$ cat src/rtl/gsb_defs.vh
`ifndef GSB_DEFS_VH
`define GSB_DEFS_VH

// Register offsets.
`define GSB_ADDR_W 15
`define GSB_OFS_STATE_ONE 15'h010B
`define GSB_OFS_STATE_TWO 15'h010C
`define GSB_OFS_STATE_THREE 15'h010D
`define GSB_OFS_BIAS_CTRL 15'h010F
`define GSB_OFS_MAIN_TRIM 15'h0110
`define GSB_OFS_ZTAT_TRIM 15'h0111
`define GSB_OFS_PTAT_TRIM 15'h0112
`define GSB_OFS_READBACK 15'h014A

// Reset values.
`define GSB_RST_STATE_ONE 8'h10
`define GSB_RST_STATE_TWO 8'h08
`define GSB_RST_STATE_THREE 8'h00
`define GSB_RST_BIAS_CTRL 8'h06
`define GSB_RST_MAIN_TRIM 8'h89
`define GSB_RST_ZTAT_TRIM 8'hAA
`define GSB_RST_PTAT_TRIM 8'h83
`define GSB_RST_READBACK 8'h00

// Writable bit masks; bits outside a mask are reserved and read zero.
`define GSB_WMASK_STATE 8'hFF
`define GSB_WMASK_BIAS_CTRL 8'h0F
`define GSB_WMASK_MAIN_TRIM 8'h8F
`define GSB_WMASK_ZTAT_TRIM 8'hBF
`define GSB_WMASK_PTAT_TRIM 8'h8F

// Gain state field positions.
`define GSB_BIT_STAGE_TWO_BYPASS 7
`define GSB_BIT_STAGE_ONE_BYPASS 6
`define GSB_ATTEN_HI 5
`define GSB_ATTEN_LO 0
`define GSB_ATTEN_MAX 6'h18

// Stage two bias control field positions.
`define GSB_BIT_MONITOR_ON 3
`define GSB_BIT_CROSS_TRIM_ON 2
`define GSB_BIT_INTERMOD_TRIM_ON 1
`define GSB_BIT_LOW_POWER 0

// Trim register field positions.
`define GSB_BIT_USE_FUSED 7
`define GSB_MAIN_HI 3
`define GSB_ZTAT_HI 5
`define GSB_PTAT_HI 3

// State selection codes.
`define GSB_SEL_STATE_ZERO 2'h0
`define GSB_SEL_STATE_ONE 2'h1
`define GSB_SEL_STATE_TWO 2'h2
`define GSB_SEL_STATE_THREE 2'h3

`endif

$ cat src/rtl/gsb_regs.v
`timescale 1ns/1ps
`default_nettype none
`include "gsb_defs.vh"

module gsb_regs (
	// Clock, reset and clock enable.
	input wire clk,
	input wire reset,
	input wire clkEn,
	// Register access port from the serial engine.
	input wire [`GSB_ADDR_W-1:0] regAddr,
	input wire regWrite,
	input wire regRead,
	input wire [7:0] regWrData,
	output reg [7:0] regRdData,
	output reg regRdValid,
	// Gain state selection and chain control.
	input wire [1:0] stateSel,
	input wire [7:0] stateZeroSetting,
	input wire wholeChainBypass,
	// Fused trim values.
	input wire [3:0] fusedMainBias,
	input wire [5:0] fusedZtatBias,
	input wire [3:0] fusedPtatBias,
	// Applied gain controls.
	output reg stageOneBypass,
	output reg stageTwoBypass,
	output reg [5:0] stepAtten,
	// Applied stage two bias controls.
	output reg stageTwoBiasMonitorOn,
	output reg stageTwoCrossTrimOn,
	output reg stageTwoIntermodTrimOn,
	output reg stageTwoLowPower,
	output reg [3:0] mainBiasTrim,
	output reg [5:0] ztatBiasTrim,
	output reg [3:0] ptatBiasTrim
);

	wire [7:0] stateOneSetting;
	wire [7:0] stateTwoSetting;
	wire [7:0] stateThreeSetting;
	wire [7:0] biasControl;
	wire [7:0] mainTrimReg;
	wire [7:0] ztatTrimReg;
	wire [7:0] ptatTrimReg;
	reg wrStateOne;
	reg wrStateTwo;
	reg wrStateThree;
	reg wrBiasCtrl;
	reg wrMainTrim;
	reg wrZtatTrim;
	reg wrPtatTrim;
	reg [7:0] rdMux;
	reg [7:0] selSetting;
	reg stageOneBypass_nxt;
	reg stageTwoBypass_nxt;
	reg [5:0] stepAtten_nxt;
	wire [7:0] readbackValue;
	wire trimAllowed;

	// Write decode.
	always @* begin
		wrStateOne = 1'b0;
		wrStateTwo = 1'b0;
		wrStateThree = 1'b0;
		wrBiasCtrl = 1'b0;
		wrMainTrim = 1'b0;
		wrZtatTrim = 1'b0;
		wrPtatTrim = 1'b0;
		if (regAddr == `GSB_OFS_STATE_ONE) begin
			wrStateOne = regWrite;
		end else if (regAddr == `GSB_OFS_STATE_TWO) begin
			wrStateTwo = regWrite;
		end else if (regAddr == `GSB_OFS_STATE_THREE) begin
			wrStateThree = regWrite;
		end else if (regAddr == `GSB_OFS_BIAS_CTRL) begin
			wrBiasCtrl = regWrite;
		end else if (regAddr == `GSB_OFS_MAIN_TRIM) begin
			wrMainTrim = regWrite;
		end else if (regAddr == `GSB_OFS_ZTAT_TRIM) begin
			wrZtatTrim = regWrite;
		end else if (regAddr == `GSB_OFS_PTAT_TRIM) begin
			wrPtatTrim = regWrite;
		end
	end

	// Stored gain states.
	gsb_reg_byte #(
		.RESET_VAL(`GSB_RST_STATE_ONE),
		.WR_MASK(`GSB_WMASK_STATE)
	) stateOneReg (
		.clk(clk),
		.reset(reset),
		.clkEn(clkEn),
		.wrEn(wrStateOne),
		.wrData(regWrData),
		.value(stateOneSetting)
	);

	gsb_reg_byte #(
		.RESET_VAL(`GSB_RST_STATE_TWO),
		.WR_MASK(`GSB_WMASK_STATE)
	) stateTwoReg (
		.clk(clk),
		.reset(reset),
		.clkEn(clkEn),
		.wrEn(wrStateTwo),
		.wrData(regWrData),
		.value(stateTwoSetting)
	);

	gsb_reg_byte #(
		.RESET_VAL(`GSB_RST_STATE_THREE),
		.WR_MASK(`GSB_WMASK_STATE)
	) stateThreeReg (
		.clk(clk),
		.reset(reset),
		.clkEn(clkEn),
		.wrEn(wrStateThree),
		.wrData(regWrData),
		.value(stateThreeSetting)
	);

	// Stage two bias control and trims.
	gsb_reg_byte #(
		.RESET_VAL(`GSB_RST_BIAS_CTRL),
		.WR_MASK(`GSB_WMASK_BIAS_CTRL)
	) biasCtrlReg (
		.clk(clk),
		.reset(reset),
		.clkEn(clkEn),
		.wrEn(wrBiasCtrl),
		.wrData(regWrData),
		.value(biasControl)
	);

	gsb_reg_byte #(
		.RESET_VAL(`GSB_RST_MAIN_TRIM),
		.WR_MASK(`GSB_WMASK_MAIN_TRIM)
	) mainTrimRegInst (
		.clk(clk),
		.reset(reset),
		.clkEn(clkEn),
		.wrEn(wrMainTrim),
		.wrData(regWrData),
		.value(mainTrimReg)
	);

	gsb_reg_byte #(
		.RESET_VAL(`GSB_RST_ZTAT_TRIM),
		.WR_MASK(`GSB_WMASK_ZTAT_TRIM)
	) ztatTrimRegInst (
		.clk(clk),
		.reset(reset),
		.clkEn(clkEn),
		.wrEn(wrZtatTrim),
		.wrData(regWrData),
		.value(ztatTrimReg)
	);

	gsb_reg_byte #(
		.RESET_VAL(`GSB_RST_PTAT_TRIM),
		.WR_MASK(`GSB_WMASK_PTAT_TRIM)
	) ptatTrimRegInst (
		.clk(clk),
		.reset(reset),
		.clkEn(clkEn),
		.wrEn(wrPtatTrim),
		.wrData(regWrData),
		.value(ptatTrimReg)
	);

	// Pick the selected state: a stored one, or the stateZeroSetting input for state zero.
	always @* begin
		case (stateSel)
			`GSB_SEL_STATE_ONE: begin
				selSetting = stateOneSetting;
			end
			`GSB_SEL_STATE_TWO: begin
				selSetting = stateTwoSetting;
			end
			`GSB_SEL_STATE_THREE: begin
				selSetting = stateThreeSetting;
			end
			default: begin
				selSetting = stateZeroSetting;
			end
		endcase
	end

	// Chain bypass overrides the per-stage settings; codes above 24 dB saturate so the attenuator never sees them.
	always @* begin
		stageTwoBypass_nxt = selSetting[`GSB_BIT_STAGE_TWO_BYPASS] | wholeChainBypass;
		stageOneBypass_nxt = selSetting[`GSB_BIT_STAGE_ONE_BYPASS] | wholeChainBypass;
		if (selSetting[`GSB_ATTEN_HI:`GSB_ATTEN_LO] > `GSB_ATTEN_MAX) begin
			stepAtten_nxt = `GSB_ATTEN_MAX;
		end else begin
			stepAtten_nxt = selSetting[`GSB_ATTEN_HI:`GSB_ATTEN_LO];
		end
	end

	// Low bias mode drops both trim currents whatever their enables say.
	assign trimAllowed = ~biasControl[`GSB_BIT_LOW_POWER];

	// Applied outputs are registered so the analog controls never see decode glitches.
	always @(posedge clk) begin
		if (reset) begin
			stageOneBypass <= 1'b0;
			stageTwoBypass <= 1'b0;
			stepAtten <= 6'h00;
			stageTwoBiasMonitorOn <= 1'b0;
			stageTwoCrossTrimOn <= 1'b0;
			stageTwoIntermodTrimOn <= 1'b0;
			stageTwoLowPower <= 1'b0;
			mainBiasTrim <= 4'h0;
			ztatBiasTrim <= 6'h00;
			ptatBiasTrim <= 4'h0;
		end else if (clkEn) begin
			stageOneBypass <= stageOneBypass_nxt;
			stageTwoBypass <= stageTwoBypass_nxt;
			stepAtten <= stepAtten_nxt;
			stageTwoBiasMonitorOn <= biasControl[`GSB_BIT_MONITOR_ON];
			stageTwoLowPower <= biasControl[`GSB_BIT_LOW_POWER];
			stageTwoCrossTrimOn <= biasControl[`GSB_BIT_CROSS_TRIM_ON] & trimAllowed;
			stageTwoIntermodTrimOn <= biasControl[`GSB_BIT_INTERMOD_TRIM_ON] & trimAllowed;
			if (mainTrimReg[`GSB_BIT_USE_FUSED]) begin
				mainBiasTrim <= fusedMainBias;
			end else begin
				mainBiasTrim <= mainTrimReg[`GSB_MAIN_HI:0];
			end
			if (ztatTrimReg[`GSB_BIT_USE_FUSED]) begin
				ztatBiasTrim <= fusedZtatBias;
			end else begin
				ztatBiasTrim <= ztatTrimReg[`GSB_ZTAT_HI:0];
			end
			if (ptatTrimReg[`GSB_BIT_USE_FUSED]) begin
				ptatBiasTrim <= fusedPtatBias;
			end else begin
				ptatBiasTrim <= ptatTrimReg[`GSB_PTAT_HI:0];
			end
		end
	end

	// Readback shows what the stages really get, not what was written.
	assign readbackValue = {stageTwoBypass, stageOneBypass, stepAtten};

	// Read decode; unmapped offsets read zero.
	always @* begin
		rdMux = 8'h00;
		if (regAddr == `GSB_OFS_STATE_ONE) begin
			rdMux = stateOneSetting;
		end else if (regAddr == `GSB_OFS_STATE_TWO) begin
			rdMux = stateTwoSetting;
		end else if (regAddr == `GSB_OFS_STATE_THREE) begin
			rdMux = stateThreeSetting;
		end else if (regAddr == `GSB_OFS_BIAS_CTRL) begin
			rdMux = biasControl;
		end else if (regAddr == `GSB_OFS_MAIN_TRIM) begin
			rdMux = mainTrimReg;
		end else if (regAddr == `GSB_OFS_ZTAT_TRIM) begin
			rdMux = ztatTrimReg;
		end else if (regAddr == `GSB_OFS_PTAT_TRIM) begin
			rdMux = ptatTrimReg;
		end else if (regAddr == `GSB_OFS_READBACK) begin
			rdMux = readbackValue;
		end
	end

	// A read in the same cycle as a write returns the value held before that write.
	always @(posedge clk) begin
		if (reset) begin
			regRdData <= 8'h00;
			regRdValid <= 1'b0;
		end else if (clkEn) begin
			regRdValid <= regRead;
			if (regRead) begin
				regRdData <= rdMux;
			end
		end
	end

endmodule

`default_nettype wire

$ cat src/rtl/gsb_reg_byte.v
`timescale 1ns/1ps
`default_nettype none

module gsb_reg_byte #(
	parameter [7:0] RESET_VAL = 8'h00,
	parameter [7:0] WR_MASK = 8'hFF
) (
	// Clock and reset.
	input wire clk,
	input wire reset,
	input wire clkEn,
	// Write port.
	input wire wrEn,
	input wire [7:0] wrData,
	// Stored value.
	output wire [7:0] value
);

	reg [7:0] value_r;
	wire [7:0] value_nxt;

	// Reserved bits keep their reset value, which is zero for every reserved field here.
	assign value_nxt = (wrData & WR_MASK) | (value_r & ~WR_MASK);

	always @(posedge clk) begin
		if (reset) begin
			value_r <= RESET_VAL;
		end else if (clkEn && wrEn) begin
			value_r <= value_nxt;
		end
	end

	assign value = value_r;

endmodule

`default_nettype wire

$ cat config.mk
export PLATFORM = sky130hd
export DESIGN_NAME = gsb_regs
export DESIGN_NICKNAME = d
export VERILOG_FILES = /design/src/rtl/gsb_regs.v /design/src/rtl/gsb_reg_byte.v
export VERILOG_INCLUDE_DIRS = /design/src /design/src/rtl
export SDC_FILE = /design/constraint.sdc
export NUM_CORES = 1
export LEC_CHECK = 0
export BUFFER_PORTS_ARGS = -buffer_cell sky130_fd_sc_hd__buf_4
export CELL_PAD_IN_SITES_DETAIL_PLACEMENT = 2
export CELL_PAD_IN_SITES_GLOBAL_PLACEMENT = 2
export CORE_MARGIN = 2
export CORE_UTILIZATION = 33
export DETAILED_ROUTE_END_ITERATION = 12
export PLACE_DENSITY_LB_ADDON = 0.1
export SLEW_MARGIN = 20
export SYNTH_ARGS = -nofsm -noshare
export SYNTH_HDL_FRONTEND = slang
export SYNTH_SLANG_ARGS = --single-unit
$ cat constraint.sdc
create_clock -name clk -period 3.02 [get_ports clk]
set_clock_uncertainty 0.2 [all_clocks]
set_input_delay 0.604 -clock clk [delete_from_list [all_inputs] [get_ports clk]]
set_output_delay 0.604 -clock clk [all_outputs]
set_load 0.1 [all_outputs]
==> results_dict.tcl, run 1 <==
set metrics [dict create \
    status "completed" \
    hp-class "reg -> reg" \
    drt-total-wl_um 13600 \
    power.leakage_nw 2.11 \
    crit_path_end_kind "flop" \
    grt-busiest-layer "met2" \
    overflow 0 \
    path_cells "buf_4 -> or4b_4 -> or4_1 -> nor2_8 -> nor2b_1 -> a211o_1" \
    grt_pass1_wl_um 21800 \
    grt_max_degree 33 \
    hpwlAfterDp_um 10000 \
    dieArea_um2 12500 \
    postCtsSetupBuffers 0 \
    tightest_slew_ns 0.510 \
    antenna_found_initial 0 \
    swShare_pct 28.8 \
    die_y_um 112 \
    cts_buffers 9 \
    via_count 3587 \
    clkPwrFrac_pct 44.6 \
    rows 39 \
    p_int_w 0.00199 \
    syn_area_um2 3830 \
    relSlewSlack_pct 66.0 \
    avgViaCountPerCell 5.54 \
    hold_violations 0 \
    syn_to_final_growth_pct 32.1 \
    slew_violations 0 \
    drc 0 \
    critical_path.max_fanout 9 \
    track_usage_pct 22.6 \
    pwr-share-comb_pct 16.1 \
    wl_per_cell_um 21.0 \
    clockRootBuffer "clkbuf_16" \
    yosysSeqAreaShare_pct 41.9 \
    synth-edff-count 0 \
    ant_nets 0 \
    met1_usage_pct 29.2 \
    cp_slowest_cell "or4_1" \
    boundaryPins 88 \
    place.gp.congestion 0.858 \
    post-place-ws_ns 0.0133 \
    setup_ws_ns 0.389 \
    synthCells 406 \
    fmax_ghz 0.380 \
    nNetsFinal 552 \
    cp.arrival_ns 2.66 \
    cts_resized 0 \
    port_buffers 87 \
    async_flop_share_pct 0 \
    ys_top_cells_by_area "dfxtp_1, mux2i_1, nor2_1" \
    multi_input_area_um2 2080 \
    core_area_um2 11400 \
    clk_pin_slew_ns 0.06 \
    seq_area_um2 1600 \
    rsz0062_at_grt "false" \
    period_needed_ns 2.63 \
    cpPeakStageDelay_ns 0.74 \
    cts.sinks 80 \
    ir_worst_vdd_uv 312 \
    cts_hold_buf 0 \
    start_kind "input pin" \
    drtIter0Drc 160 \
    dpl_cell_area_um2 4720 \
    seq_power_share_pct 39.3 \
    drive_above_1_share_pct 28.0 \
    first_global_vias 3848 \
    p_sw_w 0.000805 \
    syn_nets 459 \
    maxCapViolations 0 \
    fillCellCount 1217 \
    die_x_um 112 \
    required_ns 3.05 \
    synth.largest_area_cell "dfxtp_1" \
    fin_crit_sh_pct 87.1 \
    ys_types 51 \
    cts_tree "built" \
    start_util_pct 33.7 \
    grtUsageMet2_pct 38.0 \
    ys_ff_latch 80 \
    synth_top_area_share_pct 41.9 \
    syn_area_per_cell_um2 9.42 \
    powerDensity_nw_per_um2 552 \
    synth_flop_cell "dfxtp_1" \
    ys_warn_count 0 \
    met3_usage_pct 3.48 \
    cts_max_level 3 \
    cts_max_path_buffers 2 \
    clkLatencyLatePin_ns 0.35 \
    stdcell_area_um2 5060 \
    setup_viol 0 \
    critPathKind "in -> reg" \
    fin_setup_tns_ns 0 \
    dr.pass1.iters 4 \
    num_antenna_cells 0 \
]
-- power groups by stage --
stage	Clock (W)	Combinational, W	Sequential, W
after floorplan	0	0.000115	0.00130
after global placement	0	0.000443	0.00112
after detailed placement	0	0.000453	0.00112
after CTS	0.00128	0.000454	0.00110
after global routing	0.00131	0.000474	0.00110
final	0.00125	0.000451	0.00110
-- layout by cell type, fill, tap and decap left out, types with 2 or more instances in the layout --
master     instances
a211o_1           10
a211oi_1          22
a21oi_1            9
a221oi_1           5
a22o_1             2
a22oi_1            8
a2bb2oi_1          5
a31oi_1            2
buf_4            108
bufinv_16          2
clkbuf_16          9
clkbuf_8           2
clkinv_4           2
dfxtp_1           80
inv_1             10
mux2i_1           51
mux4_2             8
nand2_1            9
nand2b_1           5
nand3b_1           2
nand4_1            4
nor2_1            77
nor2b_1            6
nor3_1            15
nor3b_1            3
nor4_1             4
nor4_2             2
nor4b_2            2
o211ai_1           2
o21ai_0            6
o31a_1             2
or3_1              5
or4_1              3
or4b_1             2
-- cells in the mapped netlist, types with 3 or more instances --
cell type and n:
dfxtp_1 80, nor2_1 77, mux2i_1 51, a211oi_1 22
clkbuf_1 17, nor3_1 15, a211o_1 10, inv_1 10
a21oi_1 9, nand2_1 9, a22oi_1 8, buf_1 8
mux4_2 8, nor2b_1 6, o21ai_0 6, a221oi_1 5
a2bb2oi_1 5, nand2b_1 5, or3_1 5, nand4_1 4
nor4_1 4, nor3b_1 3, or4_1 3
-- routing by layer --
layer  vias up  routed length [um]
met5         -                   0
met4         0                 263
met3        18                 537
met2        78                6670
met1      1813                6110
li1       1678                   -
-- metrics by stage --
step / hold WS [ns] / utilization [%] / instances / total power [W]
floorplan: 0.248 / - / 406 / 0.00141
global placement: 0.275 / 41.5 / 631 / 0.00156
detailed placement: 0.290 / 41.5 / 631 / 0.00157
CTS: 0.298 / 44.5 / 647 / 0.00283
global route: 0.315 / 44.5 / 647 / 0.00289
finish: 0.290 / 44.5 / 647 / 0.00279
-- registers in the layout (all words and copies together), names as in the netlist --
signal and count:
ztatTrimRegInst.value 7, ptatBiasTrim 4, stageTwoCrossTrimOn 1, stageTwoLowPower 1, stageTwoBypass 1, stageTwoIntermodTrimOn 1, stateThreeReg.value 8, mainTrimRegInst.value 5
stageOneBypass 1, ztatBiasTrim 6, mainBiasTrim 4, regRdValid 1, stepAtten 6, stageTwoBiasMonitorOn 1, regRdData 8, stateOneReg.value 8
stateTwoReg.value 8, biasCtrlReg.value 4, ptatTrimRegInst.value 5
-- layout make-up --
cell class | count | area share, %
Clock buffer | 11 | 5.00
Clock inverter | 5 | 1.71
Inverter | 11 | 0.817
Multi-Input combinational cell | 289 | 41.2
Sequential cell | 80 | 31.7
Tap cell | 143 | 3.54
Timing Repair Buffer | 108 | 16.0
-- worst max-delay path, delay by kind of cell --
| kind | cells | cell delay (ns) |
|---|---|---|
| AND/OR/NAND/NOR | 4 | 1.65 |
| buffers and inverters | 1 | 0.12 |
| AO/OA/AOI/OAI | 1 | 0.28 |
-- worst paths after layout --
path	end	slack (ns)	from	depth (start not counted)
min	ztatBiasTrim[4]$_SDFFE_PP0P_	0.29	ztatBiasTrim[4]$_SDFFE_PP0P_	2
max	stateOneReg.value[4]$_SDFFE_PP1P_	0.39	regAddr[12]	6
min reg2reg	ztatBiasTrim[4]$_SDFFE_PP0P_	0.29	ztatBiasTrim[4]$_SDFFE_PP0P_	2
max reg2reg	stepAtten[1]$_SDFFE_PP0P_	1.16	stateThreeReg.value[3]$_SDFFE_PP0P_	5
-- cells by family (layout without fill, tap and decap cells) --
family	Yosys count	after routing	synth area share [%]
AND/OR/NAND/NOR	150	150	21.0
flip-flops	80	80	41.9
buffers and inverters	37	135	3.66
multiplexers	59	59	18.1
AO/OA/AOI/OAI	80	80	15.5
(Power assumes the default switching activity.)
==> run 2: changes to the inputs <==
Settings changed: REMOVE_ABC_BUFFERS set to 1.
==> run 2 against run 1 <==
Sequential share of layout area is essentially flat. Sequential cell count is the same. Utilization is 0.055 points lower. Non-clock buffer count increased by 1. Maximum frequency grew 2.6%.
==> results_dict.tcl, run 2 (synthesis results as in run 1) <==
set metrics [dict create \
    cts.sinks 80 \
    ir_worst_vdd_uv 345 \
    setup_ws_ns 0.455 \
    setup_viol 0 \
    critPathKind "in -> reg" \
    cp.arrival_ns 2.60 \
    relSlewSlack_pct 60.6 \
    fillCellCount 1255 \
    grt_pass1_wl_um 21500 \
    powerDensity_nw_per_um2 529 \
    die_y_um 112 \
    reg2reg_slack_ns 1.22 \
    period_needed_ns 2.56 \
    tightest_slew_ns 0.590 \
    hold_path_end "ptatBiasTrim[2]$_SDFFE_PP0P_" \
    cts_buffers 9 \
    drt-total-wl_um 13600 \
    core_area_um2 11400 \
    hpwlAfterDp_um 9800 \
    num_antenna_cells 0 \
    dr.pass1.iters 4 \
    start_kind "input pin" \
    grt_max_degree 49 \
    ff2ff_path_depth 4 \
    final_common_cell "buf_4" \
    rows 39 \
    min-delay-start "ptatBiasTrim[2]$_SDFFE_PP0P_" \
    slew_violations 0 \
    maxCapViolations 0 \
    fin_setup_tns_ns 0 \
    status "completed" \
    avgViaCountPerCell 5.45 \
    syn_to_final_growth_pct 32.0 \
    cts_hold_buf 0 \
    postCtsSetupBuffers 0 \
    fin_crit_sh_pct 84.9 \
    drtIter0Drc 152 \
    boundaryPins 88 \
    place.gp.congestion 0.855 \
    wl_per_cell_um 21.0 \
    cts_resized 0 \
    start_util_pct 33.7 \
    hold_violations 0 \
    cts_max_path_buffers 2 \
    power.leakage_nw 2.10 \
    post-place-ws_ns 0.129 \
    met3_usage_pct 4.25 \
    drc 0 \
    hp-class "reg -> reg" \
    track_usage_pct 22.4 \
    met1_usage_pct 29.3 \
    drive_above_1_share_pct 27.7 \
    antenna_found_initial 0 \
    ant_nets 0 \
    required_ns 3.05 \
    first_global_vias 3796 \
    rsz0062_at_grt "false" \
    clk_pin_slew_ns 0.06 \
    die_x_um 112 \
    via_count 3534 \
    grt-busiest-layer "met2" \
    clkLatencyLatePin_ns 0.34 \
    clockRootBuffer "clkbuf_16" \
    final_cell_mix "buf_4, dfxtp_1, nor2_1" \
    r2r_start "stateOneReg.value[5]$_SDFFE_PP0P_" \
    dieArea_um2 12500 \
    hold_depth 2 \
    grtUsageMet2_pct 37.8 \
    cts_max_level 3 \
    fmax_ghz 0.390 \
    nNetsFinal 553 \
    r2r_end "stepAtten[0]$_SDFFE_PP0P_" \
    cts_tree "built" \
    crit_path_end_kind "flop" \
    port_buffers 87 \
    critical_path.max_fanout 9 \
    overflow 0 \
]
## run 2: how the worst max path moves through the flow
stage | depth (start not counted) | slack (ns) | to | start
final | 7 | 0.46 | stateOneReg.value[4]$_SDFFE_PP1P_ | regAddr[12]
after detailed placement | 7 | 0.13 | stateOneReg.value[4]$_SDFFE_PP1P_ | regAddr[12]
after global routing | 7 | 0.42 | stateOneReg.value[4]$_SDFFE_PP1P_ | regAddr[12]
after floorplan | 4 | 0.29 | ztatTrimRegInst.value[1]$_SDFFE_PP1P_ | regAddr[12]
after global placement | 7 | 0.18 | stateOneReg.value[4]$_SDFFE_PP1P_ | regAddr[12]
after CTS | 7 | 0.48 | stateOneReg.value[4]$_SDFFE_PP1P_ | regAddr[12]
## run 2: critical path, stage by stage
cell and delay (ns):
buf_4 0.12, or4b_4 0.55, or4_1 0.56, buf_4 0.20, nor2_8 0.22, nor2b_1 0.07
a211o_1 0.26
## run 2: layout make-up
class / count / area, um2 / area share (%)
tap: 143 / 179 / 3.54
sequential: 80 / 1600 / 31.7
inverter: 11 / 41.3 / 0.818
clock buffer: 13 / 260 / 5.15
clock inverter: 3 / 40.0 / 0.793
timing repair buffer: 109 / 843 / 16.7
multi-input combinational: 289 / 2080 / 41.3
## run 2: routing by layer
metal | vias to the layer above | wire, um
met3 | 11 | 499
met5 | - | 0
met2 | 66 | 6750
li1 | 1691 | -
met1 | 1766 | 6140
met4 | 0 | 183
## run 2: where the power goes
part	internal [W]	total, W	switching, W
sequential	0.00108	0.00110	0.0000157
combinational	0.000134	0.000450	0.000316
clock	0.000684	0.00112	0.000439
## run 2: metrics by stage
stage / utilization (%) / instance area, um2 / hold slack [ns] / instances / power (W)
final: 44.4 / 5050 / 0.293 / 648 / 0.00267
after global routing: 44.4 / 5050 / 0.316 / 648 / 0.00276
after CTS: 44.4 / 5050 / 0.290 / 648 / 0.00270
after detailed placement: 41.8 / 4750 / 0.280 / 632 / 0.00157
after global placement: 41.8 / 4750 / 0.270 / 632 / 0.00156
after floorplan: - / 3730 / 0.248 / 380 / 0.00138
==> run 3: changes to the inputs <==
Settings changed: ABC_AREA set to 1, CORE_UTILIZATION 33 to 27.
Clock period 3.02 ns to 2.3 ns, I/O delays scaled along.
==> run 3 against run 2 <==
Combinational power increased by 30%. Cell count increased by 31%. Synthesized cell count increased by 38%. Worst setup slack got worse by 0.17 ns. Count of clock-buffer cells in the layout decreased by 3. Hold slack got worse by 0.097 ns. Cell area increased by 2.8%. Critical path depth increased by 2. Critical endpoint is now regRdData[1]$_SDFFE_PP0P_.
==> results_dict.tcl, run 3 <==
set metrics [dict create \
    cp_slowest_cell "nor2_1" \
    swShare_pct 30.9 \
    critPathKind "in -> reg" \
    clkLatencyLatePin_ns 0.35 \
    synth.largest_area_cell "dfxtp_1" \
    core_area_um2 14400 \
    post-synth-top-count-cell "nand2_1" \
    yosysSeqAreaShare_pct 40.4 \
    seq_power_share_pct 40.9 \
    met3_length_um 547 \
    cts.sinks 80 \
    cts_resized 0 \
    place.gp.congestion 0.842 \
    antenna_found_initial 0 \
    final_common_cell "nand2_1" \
    period_needed_ns 2.01 \
    highest_layer "met4" \
    postCtsSetupBuffers 0 \
    p_sw_w 0.00109 \
    cts_max_path_buffers 2 \
    cp.arrival_ns 2.06 \
    p_int_w 0.00243 \
    required_ns 2.34 \
    post-route-util_pct 36.0 \
    crit_path_end_kind "flop" \
    die_x_um 125 \
    ys_warn_count 0 \
    rsz0062_at_grt "false" \
    track_usage_pct 21.0 \
    ys_top_cells_by_area "dfxtp_1, nand2_1, a21oi_1" \
    ys_ff_latch 80 \
    boundaryPins 88 \
    final_cell_mix "nand2_1, buf_4, dfxtp_1" \
    fmax_ghz 0.497 \
    setup_viol 0 \
    path_cells "buf_4 -> nor2_1 -> inv_2 -> nor2_4 -> nand3_2 -> o211ai_1 -> nand3_1 -> nor2_1 -> nor2_1" \
    hp-class "in -> reg" \
    status "completed" \
    post-place-cells 831 \
    slew_violations 0 \
    dr.pass1.iters 4 \
    cts_max_level 3 \
    cts_tree "built" \
    clockRootBuffer "clkbuf_16" \
    power.leakage_nw 2.33 \
    met2_length_um 8260 \
    synthCells 562 \
    synth_flop_cell "dfxtp_1" \
    hold_slack_ns 0.196 \
    rows 44 \
    wl_per_cell_um 19.1 \
    synthTopCellsByCount "nand2_1, dfxtp_1, inv_1" \
    pwr-share-comb_pct 16.7 \
    ys_types 32 \
    first_global_vias 4575 \
    syn_area_per_cell_um2 7.05 \
    fillCellCount 1715 \
    start_util_pct 27.5 \
    cpPeakStageDelay_ns 0.29 \
    fin_total_pwr_w 0.00352 \
    critical_path.max_fanout 8 \
    overflow 0 \
    final_cells 847 \
    fin_setup_tns_ns 0 \
    relSlewSlack_pct 62.8 \
    async_flop_share_pct 0 \
    cts_buffers 9 \
    dieArea_um2 15700 \
    num_antenna_cells 0 \
    die_y_um 125 \
    wl_met1_um 7150 \
    avgViaCountPerCell 5.06 \
    grt_pass1_wl_um 25600 \
    hold_violations 0 \
    powerDensity_nw_per_um2 677 \
    syn_area_um2 3960 \
    tightest_slew_ns 0.544 \
    drc 0 \
    port_buffers 87 \
    synth_top_area_share_pct 40.4 \
    clk_pin_slew_ns 0.07 \
    cts_hold_buf 0 \
    drtIter0Drc 197 \
    via_count 4288 \
    fin_crit_sh_pct 87.6 \
    ant_nets 0 \
    ir_worst_vdd_uv 281 \
    grt_max_degree 60 \
    path_common_cell "nor2_1" \
    start_kind "input pin" \
    syn_to_final_growth_pct 31.1 \
    clkPwrFrac_pct 42.4 \
    synth-edff-count 0 \
    hpwlAfterDp_um 12700 \
    maxCapViolations 0 \
    drive_above_1_share_pct 22.2 \
    nNetsFinal 711 \
    drt-total-wl_um 16200 \
]
[run 3: cells by family after synthesis]
family / Yosys count / share of synthesized area (%)
DFF: 80 / 40.4
buffers and inverters: 98 / 10.1
AOI/OAI and AO/OA: 156 / 22.8
and+or+nand+nor: 228 / 26.6
[run 3: final cells by class]
cell class                      count  area [um2]  area share (%)
Tap cell                          184         230            4.43
Clock buffer                       10         229            4.41
Timing Repair Buffer              105         813            15.7
Multi-Input combinational cell    384        1960            37.7
Inverter                           78         294            5.66
Sequential cell                    80        1600            30.9
Clock inverter                      6        66.3            1.28
[run 3: through the flow]
| stage | setup slack [ns] | instance area (um2) |
|---|---|---|
| 6_report | 0.286 | 5190 |
| 5_1_grt | 0.126 | 5190 |
| 4_1_cts | 0.280 | 5190 |
| 3_5_place_dp | -0.0702 | 4900 |
| 3_3_place_gp | -0.0543 | 4900 |
| 2_1_floorplan | 0.341 | 3850 |
[run 3: power groups by stage]
stage	clock, W	sequential, W	combinational, W
final	0.00149	0.00144	0.000587
after global routing	0.00158	0.00144	0.000626
after CTS	0.00152	0.00144	0.000593
after detailed placement	0	0.00147	0.000592
after global placement	0	0.00147	0.000582
after floorplan	0	0.00170	0.000124
[run 3: final timing paths]
check / from / to / slack, ns / cells past startpoint
setup / recovery: regAddr[3] / regRdData[1]$_SDFFE_PP0P_ / 0.29 / 9
hold reg to reg: regRdValid$_SDFFE_PP0P_ / regRdValid$_SDFFE_PP0P_ / 0.27 / 2
setup reg to reg: mainTrimRegInst.value[7]$_SDFFE_PP1P_ / regRdData[7]$_SDFFE_PP0P_ / 0.69 / 6
hold / removal: regWrData[6] / stateTwoReg.value[6]$_SDFFE_PP0P_ / 0.20 / 3
[run 3: critical path, delay by kind of cell]
kind            cells  cell delay [ns]
simple gates        6             1.10
buf+inv             2             0.20
compound gates      1             0.29
[run 3: metal layers]
| layer | track usage, % | vias to the layer above |
|---|---|---|
| li1 | - | 2062 |
| met1 | 25.9 | 2137 |
| met2 | 37.9 | 74 |
| met3 | 3.89 | 15 |
| met4 | 4.64 | 0 |
| met5 | 0 | - |
